### config.mk
export PLATFORM = sky130hd
export DESIGN_NAME = odt_decoder
export DESIGN_NICKNAME = d
export VERILOG_FILES = /design/src/hdl/odt_pkg.sv /design/src/hdl/odt_decoder.sv /design/src/hdl/odt_first_byte.sv
export SDC_FILE = /design/constraint.sdc
export NUM_CORES = 1
export LEC_CHECK = 0
export BUFFER_PORTS_ARGS = -buffer_cell sky130_fd_sc_hd__buf_2
export CAP_MARGIN = 20
export CORE_AREA = 3 3 55 57
export DETAILED_ROUTE_END_ITERATION = 10
export DIE_AREA = 0 0 58 60
export PLACE_DENSITY = 0.71
export RECOVER_POWER = 25
export SYNTH_ARGS = -nofsm -noshare
export SYNTH_HDL_FRONTEND = slang
export SYNTH_SLANG_ARGS = --single-unit
export TNS_END_PERCENT = 1
### constraint.sdc
create_clock -name ref_clk_i -period 1.6 [get_ports ref_clk_i]
set_input_delay 0.24 -clock ref_clk_i [delete_from_list [all_inputs] [get_ports ref_clk_i]]
set_output_delay 0.24 -clock ref_clk_i [all_outputs]
set_load 0.05 [all_outputs]
### src/hdl/odt_pkg.sv
// package: opcode patterns, field positions and enumerations for the decoder
//
// Contract
// - byte 8e decodes as load segment register from register or memory
// - byte 8c decodes as store segment register to register or memory
// - byte 8d with modrm writes effective address into general register
// - byte c5 with modrm loads offset to register, segment to data seg
// - byte c4 with modrm loads offset to register, segment to extra seg
// - byte d7 alone translates low accumulator byte through a table
// - byte 9f alone copies low flags into high accumulator byte
// - byte 9e alone writes high accumulator byte into low flags
// - bytes 000000dw with modrm decode as register/memory addition
package odt_pkg;

   // ******************************************************************
   // opcode patterns
   // ******************************************************************
   localparam logic [7:0] ODT_OP_SEG_LOAD   = 8'h8e;
   localparam logic [7:0] ODT_OP_SEG_STORE  = 8'h8c;
   localparam logic [7:0] ODT_OP_EA_LOAD    = 8'h8d;
   localparam logic [7:0] ODT_OP_PTR_DS     = 8'hc5;
   localparam logic [7:0] ODT_OP_PTR_ES     = 8'hc4;
   localparam logic [7:0] ODT_OP_TABLE_LOOKUP_TRANSLATE_TBL   = 8'hd7;
   localparam logic [7:0] ODT_OP_FLG_TO_AH  = 8'h9f;
   localparam logic [7:0] ODT_OP_AH_TO_FLG  = 8'h9e;
   localparam logic [5:0] ODT_ADD_PREFIX    = 6'h00;

   // ******************************************************************
   // field positions
   // ******************************************************************
   localparam int ODT_W_BIT       = 0;
   localparam int ODT_D_BIT       = 1;
   localparam int ODT_PFX_LSB     = 2;
   localparam int ODT_MOD_LSB     = 6;
   localparam int ODT_REG_LSB     = 3;
   localparam int ODT_RM_LSB      = 0;
   localparam int ODT_SEGZERO_BIT = 5;

   // ******************************************************************
   // reset values
   // ******************************************************************
   localparam logic [7:0] ODT_BYTE_RST = 8'h00;

   // ******************************************************************
   // decoded operation classes
   // ******************************************************************
   typedef enum logic [3:0] {
      ODT_CL_NONE          = 4'b0000,
      ODT_CL_TRANSFER_LDSR = 4'b0001,
      ODT_CL_TRANSFER_STSR = 4'b0010,
      ODT_CL_EA_LOAD       = 4'b0011,
      ODT_CL_PTR_LOAD_DS   = 4'b0100,
      ODT_CL_PTR_LOAD_ES   = 4'b0101,
      ODT_CL_TABLE_TABLE_LOOKUP_TRANSLATE    = 4'b0110,
      ODT_CL_FLAGS_TO_AH   = 4'b0111,
      ODT_CL_AH_TO_FLAGS   = 4'b1000,
      ODT_CL_ADD_REG       = 4'b1001
   } odt_class_t;

   typedef enum logic [1:0] {
      ODT_ST_OPCODE = 2'b00,
      ODT_ST_MODRM  = 2'b01
   } odt_state_t;

   // segment destination/source encodings for the datapath
   typedef enum logic [1:0] {
      ODT_SEG_NONE = 2'b00,
      ODT_SEG_SEL  = 2'b01,
      ODT_SEG_DATA = 2'b10,
      ODT_SEG_EXTR = 2'b11
   } odt_seg_t;

endpackage
### src/hdl/odt_decoder.sv
// data-transfer and register-add opcode decoder, byte-serial from prefetch
module odt_decoder
   import odt_pkg::*;
(
   // clock and reset
   input  wire logic       ref_clk_i,
   input  wire logic       arst_n_i,
   // byte stream from prefetch queue
   input  wire logic [7:0] byte_i,
   input  wire logic       byte_valid_i,
   output logic            byte_ready_o,
   // decoded instruction to execution datapath
   output logic            dec_valid_o,
   input  wire logic       dec_ready_i,
   output odt_class_t      dec_class_o,
   output logic            dec_known_o,
   output logic [7:0]      dec_opcode_o,
   output logic            dec_has_modrm_o,
   output logic [1:0]      dec_mod_o,
   output logic [2:0]      dec_reg_o,
   output logic [2:0]      dec_rm_o,
   output logic            dec_word_o,
   output logic            dec_reg_is_dest_o,
   output logic            dec_mem_operand_o,
   output logic            dec_ea_only_o,
   output odt_seg_t        dec_seg_dest_o,
   output logic            dec_seg_src_o,
   output logic            dec_seg_field_err_o
);

   // ******************************************************************
   // state
   // ******************************************************************
   odt_state_t state_reg;
   odt_class_t class_reg;
   odt_class_t fb_class;
   logic       fb_modrm;
   logic [7:0] opcode_reg;
   logic [7:0] modrm_reg;
   logic       has_modrm_reg;
   logic       out_valid_reg;
   logic       take;
   logic       finish_one;
   logic       finish_two;

   odt_first_byte u_first_byte
   (
      .opcode_i      (byte_i),
      .op_class_o    (fb_class),
      .needs_modrm_o (fb_modrm)
   );

   // ******************************************************************
   // helpers
   // ******************************************************************
   // the next accepted byte opens a new instruction
   function automatic logic at_opcode(input odt_state_t st);
      return st == ODT_ST_OPCODE;
   endfunction

   // a held result stalls the queue so no byte slips past the datapath
   assign byte_ready_o = !out_valid_reg || dec_ready_i;
   assign take         = byte_valid_i && byte_ready_o;
   assign finish_one   = take && at_opcode(state_reg) && !fb_modrm;
   assign finish_two   = take && (state_reg == ODT_ST_MODRM);

   // ******************************************************************
   // sequencing
   // ******************************************************************
   always_ff @(posedge ref_clk_i or negedge arst_n_i)
   begin
      if (!arst_n_i)
      begin
         state_reg <= ODT_ST_OPCODE;
      end
      else if (take)
      begin
         case (state_reg)
            ODT_ST_OPCODE:
            begin
               // unknown opcodes pass as one byte so the stream never locks
               state_reg <= fb_modrm ? ODT_ST_MODRM : ODT_ST_OPCODE;
            end
            ODT_ST_MODRM:
            begin
               state_reg <= ODT_ST_OPCODE;
            end
            default:
            begin
               state_reg <= ODT_ST_OPCODE;
            end
         endcase
      end
   end

   // ******************************************************************
   // captured bytes
   // ******************************************************************
   always_ff @(posedge ref_clk_i or negedge arst_n_i)
   begin
      if (!arst_n_i)
      begin
         opcode_reg    <= ODT_BYTE_RST;
         class_reg     <= ODT_CL_NONE;
         has_modrm_reg <= 1'b0;
      end
      else if (take && at_opcode(state_reg))
      begin
         opcode_reg    <= byte_i;
         class_reg     <= fb_class;
         has_modrm_reg <= fb_modrm;
      end
   end

   always_ff @(posedge ref_clk_i or negedge arst_n_i)
   begin
      if (!arst_n_i)
      begin
         modrm_reg <= ODT_BYTE_RST;
      end
      else if (finish_one)
      begin
         // single-byte forms carry no addressing byte
         modrm_reg <= ODT_BYTE_RST;
      end
      else if (finish_two)
      begin
         modrm_reg <= byte_i;
      end
   end

   always_ff @(posedge ref_clk_i or negedge arst_n_i)
   begin
      if (!arst_n_i)
      begin
         out_valid_reg <= 1'b0;
      end
      else if (finish_one || finish_two)
      begin
         out_valid_reg <= 1'b1;
      end
      else if (dec_ready_i)
      begin
         out_valid_reg <= 1'b0;
      end
   end

   // ******************************************************************
   // result fields
   // ******************************************************************
   assign dec_valid_o     = out_valid_reg;
   assign dec_class_o     = class_reg;
   assign dec_known_o     = (class_reg != ODT_CL_NONE);
   assign dec_opcode_o    = opcode_reg;
   assign dec_has_modrm_o = has_modrm_reg;
   assign dec_mod_o       = modrm_reg[ODT_MOD_LSB +: 2];
   assign dec_reg_o       = modrm_reg[ODT_REG_LSB +: 3];
   assign dec_rm_o        = modrm_reg[ODT_RM_LSB +: 3];
   // mod 11 names a register; any other mod reaches memory
   assign dec_mem_operand_o = has_modrm_reg && (dec_mod_o != 2'b11);

   always_comb
   begin
      dec_word_o          = 1'b0;
      dec_reg_is_dest_o   = 1'b0;
      dec_ea_only_o       = 1'b0;
      dec_seg_dest_o      = ODT_SEG_NONE;
      dec_seg_src_o       = 1'b0;
      dec_seg_field_err_o = 1'b0;
      case (class_reg)
         ODT_CL_ADD_REG:
         begin
            dec_word_o        = opcode_reg[ODT_W_BIT];
            dec_reg_is_dest_o = opcode_reg[ODT_D_BIT];
         end
         ODT_CL_TRANSFER_LDSR:
         begin
            // reg field names a segment register, not a general one
            dec_word_o          = 1'b1;
            dec_seg_dest_o      = ODT_SEG_SEL;
            // flagged, not refused: the datapath decides how to trap
            dec_seg_field_err_o = modrm_reg[ODT_SEGZERO_BIT];
         end
         ODT_CL_TRANSFER_STSR:
         begin
            dec_word_o          = 1'b1;
            dec_seg_src_o       = 1'b1;
            dec_seg_field_err_o = modrm_reg[ODT_SEGZERO_BIT];
         end
         ODT_CL_EA_LOAD:
         begin
            dec_word_o        = 1'b1;
            dec_reg_is_dest_o = 1'b1;
            dec_ea_only_o     = 1'b1;
         end
         ODT_CL_PTR_LOAD_DS:
         begin
            dec_word_o        = 1'b1;
            dec_reg_is_dest_o = 1'b1;
            dec_seg_dest_o    = ODT_SEG_DATA;
         end
         ODT_CL_PTR_LOAD_ES:
         begin
            dec_word_o        = 1'b1;
            dec_reg_is_dest_o = 1'b1;
            dec_seg_dest_o    = ODT_SEG_EXTR;
         end
         default:
         begin
            dec_word_o = 1'b0;
         end
      endcase
   end

endmodule // odt_decoder

### src/hdl/odt_first_byte.sv
// first-byte classifier: maps an opcode byte to a class and modrm need
module odt_first_byte
   import odt_pkg::*;
(
   // opcode in
   input  wire logic [7:0] opcode_i,
   // classification out
   output odt_class_t      op_class_o,
   output logic            needs_modrm_o
);

   always_comb
   begin
      op_class_o    = ODT_CL_NONE;
      needs_modrm_o = 1'b0;
      if (opcode_i == ODT_OP_SEG_LOAD)
      begin
         op_class_o    = ODT_CL_TRANSFER_LDSR;
         needs_modrm_o = 1'b1;
      end
      else if (opcode_i == ODT_OP_SEG_STORE)
      begin
         op_class_o    = ODT_CL_TRANSFER_STSR;
         needs_modrm_o = 1'b1;
      end
      else if (opcode_i == ODT_OP_EA_LOAD)
      begin
         op_class_o    = ODT_CL_EA_LOAD;
         needs_modrm_o = 1'b1;
      end
      else if (opcode_i == ODT_OP_PTR_DS)
      begin
         op_class_o    = ODT_CL_PTR_LOAD_DS;
         needs_modrm_o = 1'b1;
      end
      else if (opcode_i == ODT_OP_PTR_ES)
      begin
         op_class_o    = ODT_CL_PTR_LOAD_ES;
         needs_modrm_o = 1'b1;
      end
      else if (opcode_i == ODT_OP_TABLE_LOOKUP_TRANSLATE_TBL)
      begin
         op_class_o = ODT_CL_TABLE_TABLE_LOOKUP_TRANSLATE;
      end
      else if (opcode_i == ODT_OP_FLG_TO_AH)
      begin
         op_class_o = ODT_CL_FLAGS_TO_AH;
      end
      else if (opcode_i == ODT_OP_AH_TO_FLG)
      begin
         op_class_o = ODT_CL_AH_TO_FLAGS;
      end
      else if (opcode_i[7:ODT_PFX_LSB] == ODT_ADD_PREFIX)
      begin
         op_class_o    = ODT_CL_ADD_REG;
         needs_modrm_o = 1'b1;
      end
   end

endmodule // odt_first_byte

After elaboration in Yosys (flattened, before gate mapping):

Cells that the tools add are included.

* input port bits: 12
* logic and storage cells: 69
* output and inout port bits: 32
* flip-flop bits (word level): 24

* equal/unequal tests: 16
* reductions and logical operators: 17
* multiplexer cells: 30

Operators with widths (count)
* == test 8 bit, second input constant: 8
* two-way mux 4 bit: 9
* two-way mux 1 bit: 16
* two-way mux 8 bit: 2
* == test 4 x 2 -> 1 bit, second input constant: 2
* == test 4 x 3 -> 1 bit, second input constant: 2
* logical NOT 6 bit: 1
* case mux 2 bit (3 select lines): 1
* logical AND 1 bit: 5
* OR reduction 5 bit: 1
* == test 4 x 1 -> 1 bit, second input constant: 1
* == test 4 bit, second input constant: 1
* case mux 1 bit (2 select lines): 2
* nonzero test 2 bit: 2
* nonzero test 4 bit: 1
* OR reduction 3 bit: 1
* == test 2 x 1 -> 1 bit, second input constant: 1
* logical NOT 1 bit: 2
* logical NOT 2 bit: 1
* logical OR 1 bit: 2
* != test 2 bit, second input constant: 1
* OR reduction 2 bit: 1

Longest topological paths before layout:

* depth in word-level cells: 14
* gate-level depth with buffers: 6
* depth with buffers taken out: 5

By module:

A second synthesis with hierarchy kept.

* cell total of the unflattened synthesis: 98
* area, all modules: 1193.6 um2

Modules (own cells, without submodules)
* odt_decoder: times used 1, area an instance 1041.0 um2, seq. area each 575.6 um2, cells an instance 76
* odt_first_byte: times used 1, area an instance 152.6 um2, seq. area each 0.0 um2, cells an instance 22

Least setup slack after synthesis:

No wires, ideal clock.

* path type: reg2out
* from: register class_reg[1] (netlist: dec_class_o[1])
* to: output dec_reg_is_dest_o
* cell stages (with the launch flop): 4
* path slack: -1.056 ns
* data arrival time: 2.416 ns
* data required time: 1.360 ns
* cell sequence: dfrtp_1 > clkbuf_1 > nor3_1 > a31o_2

* word-level cells in the longest chain between the ends: 3
* elaborated cells between the ends (all ways): 6
* classes of those cells: eq/ne: 4; mux: 1; reduce/logical: 1

Ends and longest elaborated chain
* from (decl): RTL line odt_decoder.sv:35 `odt_class_t class_reg;`
* from (signal assigned): RTL line odt_decoder.sv:110 `class_reg <= fb_class;`
* == test 4 x 3 -> 1 bit / == test 4 x 2 -> 1 bit (equally long branches): RTL line odt_decoder.sv:170 `case (class_reg)`
* OR reduction 3 bit (no source line)
* case mux 1 bit (2 select lines) *: RTL line odt_decoder.sv:170
* to (decl): RTL line odt_decoder.sv:23 `output logic dec_reg_is_dest_o,`

Mark *: on every way between the ends. The rest lies on a longest branch, timed or not.

Worst setup path after layout:

* from: register class_reg[3] (netlist: dec_class_o[3])
* to: output dec_seg_dest_o[0]

* word-level cells in the longest chain between the ends: 2
* elaborated cells between the ends (all ways): 4
* classes of those cells: eq/ne: 3; mux: 1

Ends and longest elaborated chain
* == test 4 x 3 -> 1 bit / == test 4 x 1 -> 1 bit (equally long branches): RTL line odt_decoder.sv:170
* case mux 2 bit (3 select lines) *: RTL line odt_decoder.sv:170
* to (decl): RTL line odt_decoder.sv:26 `output odt_seg_t dec_seg_dest_o,`

Marks and branches as above.

==> reports/metrics.cfg <==
[timing]
period_share = 1.03
final.setup.worst_slack_ns = -0.0423
slew_headroom = 0.632
hold_viol = 0
tightest_slew_ns = 0.552
setup_violations = 6
drv_slew = 0
fin_crit_ns = 1.64
worst_clock_skew_ns = 0.00536
fmax_mhz = 609
hold_ws_ns = 0.174
rsz0062_at_grt = true
tns_ns = -0.173

[finish]
multi_input_area_um2 = 654
nFillCells = 200
postLayoutCellArea_um2 = 1740
final_cell_mix = buf_2, nand2_1, buf_4, dfrtp_1, nand2b_1
final_common_cell = buf_2
syn2layout_area_growth_pct = 43.6
instances_no_fill = 226
nNetsFinal = 209
drive_above_1_share = 0.449
diodes = 0
ff_latch_area_um2 = 582

[route]
route.detailed.drc = 0
drt_iter0_drc = 51
drtPass1Iterations = 4
via_count = 1242
antenna_left = 0
wirelength_mm = 3.27
vias_per_cell = 5.50
wl_per_cell_um = 14.5

[worst_hold_path]
min_path_type = in2reg

[outcome]
violations = setup timing
status = finished with violations

[setup_path]
path_class = reg2out
worstPathMaxFanout = 5
crit_arrival_ns = 1.40
endpoint_kind = output port
reg2reg_slack_ns = 0.15
cp-start-kind = register
crit_required_ns = 1.36

[synth]
synth_edf_count = 0
synthDistinctLibCells = 37
ys_seq_area_frac = 0.474
ys_async_sr_fraction = 1.00
syn_nets = 149
ys_ff_latch = 23
avgSynthCellArea_um2 = 8.86
ys_warn_count = 0
synthFlopType = dfrtp_1
synth_area_um2 = 1210
synthCells = 137

[clock_tree]
numCtsBuffers = 3
htreeDepth = 1
root_buffer = clkbuf_4
cts_max_path_buffers = 2
clk_latency_ns = 0.31
path_clk_slew_ns = 0.12
cts_sinks = 23
cts_tree = done

[floorplanning]
die_x_um = 58
num_rows = 18
coreArea_um2 = 2520
die-area_um2 = 3480
io_pins = 44
dieHeight_um = 60
initial_core_util = 0.481

[pwr]
p_seq_frac = 0.465
p_int_uw = 872
switching_share = 0.388
p_leak_nw = 0.863
irDropWorstVdd_mv = 0.702
combPwrFrac = 0.348
power_density_nw_per_um2 = 817
p_clk_frac = 0.187
p_switching_uw = 552

[global_routing]
grt_max_degree = 24
antenna_found_initial = 0
grt_pass1_wl_mm = 5.49
grt_usage = 0.204
grt_pass1_vias = 1247
grt_overflow = 0

[place]
dp_hpwl_mm = 2.28
place_inst = 210
routabilityCongestion = 0.810
postPlaceCellArea_um2 = 1530
pre_cts_ws_ns = 0.0672
port_buffers = 43

[run]
max_cap_viol_count = 0

-- synth_stat cells, types with 2 or more instances --
| cell | count | area, µm² |
|---|---|---|
| o22ai_1 | 2 | 12.5 |
| o21a_1 | 2 | 15.0 |
| nand3_1 | 2 | 10.0 |
| nand2_1 | 33 | 124 |
| nand2b_1 | 9 | 56.3 |
| o21ai_2 | 2 | 17.5 |
| a22oi_1 | 8 | 60.1 |
| nor2_1 | 8 | 30.0 |
| o21ai_1 | 8 | 40.0 |
| a21oi_1 | 2 | 10.0 |
| dfrtp_1 | 23 | 576 |
| nor3_1 | 2 | 10.0 |
| and3_1 | 3 | 18.8 |
| clkbuf_1 | 6 | 22.5 |
| inv_1 | 3 | 11.3 |
| a22o_1 | 3 | 26.3 |
-- per-layer routing --
metal  up-vias  GRT usage  routed length [µm]
li1        596          -                   -
met3         6     0.0259                 197
met1       585      0.266                1440
met4         0     0.0993                  57
met5         -          0                   0
met2        55      0.335                1570
-- worst max-delay path: stages, from the launching register on --
cell and delay, ns:
dfrtp_2 0.46, buf_6 0.15, buf_6 0.11, nor3b_4 0.19, buf_6 0.18
-- worst paths after layout --
path                                             start                           to  depth (start not counted)
setup / recovery            dec_class_o[3]$_DFFE_PN0P_            dec_seg_dest_o[0]                          4
hold / removal                               byte_i[2]  dec_opcode_o[2]$_DFFE_PN0P_                          3
setup reg to reg               dec_valid_o$_DFFE_PN0P_     modrm_reg[7]$_DFFE_PN0P_                          6
hold reg to reg            dec_opcode_o[5]$_DFFE_PN0P_  dec_opcode_o[5]$_DFFE_PN0P_                          2
max in group asynchronous                     arst_n_i   dec_class_o[3]$_DFFE_PN0P_                          2
min in group asynchronous                     arst_n_i     state_reg[0]$_DFFE_PN0P_                          2
-- stage by stage --
stage,power (mW),util
floorplan,0.984,-
global placement,1.11,0.606
detailed placement,1.12,0.606
CTS,1.42,0.676
global route,1.50,0.691
finish,1.42,0.691
-- cell type report --
cell class                      instances  area share
Clock buffer                            4      0.0151
Inverter                                3     0.00790
Multi-Input combinational cell        103       0.375
Sequential cell                        23       0.334
Tap cell                               30      0.0215
Timing Repair Buffer                   63       0.246
-- power groups by stage --
stage | clock network, mW | registers (mW) | logic (mW)
2_1_floorplan | 0 | 0.827 | 0.157
3_3_place_gp | 0 | 0.669 | 0.442
3_5_place_dp | 0 | 0.670 | 0.449
4_1_cts | 0.279 | 0.658 | 0.485
5_1_grt | 0.297 | 0.669 | 0.531
6_report | 0.266 | 0.662 | 0.496
-- cell families (layout without fill, tap and decap cells) --
| group | Yosys count | after routing | synth area share |
|---|---|---|---|
| AOI/OAI and AO/OA | 34 | 34 | 0.200 |
| xor gates and xnor gates | 1 | 1 | 0.00722 |
| buffers and inverters | 11 | 70 | 0.0412 |
| DFF | 23 | 23 | 0.474 |
| muxes | 2 | 2 | 0.0175 |
| and+or+nand+nor | 66 | 66 | 0.260 |
-- timing repair --
item	4_1_cts	5_1_grt
endpoints found under the hold margin	23	0
pin swaps	1	3
buffers inserted	10	1
hold buffers	1	0
setup endpoints to repair	7	10
gates resized for setup	22	10
(Power assumes the default switching activity.)
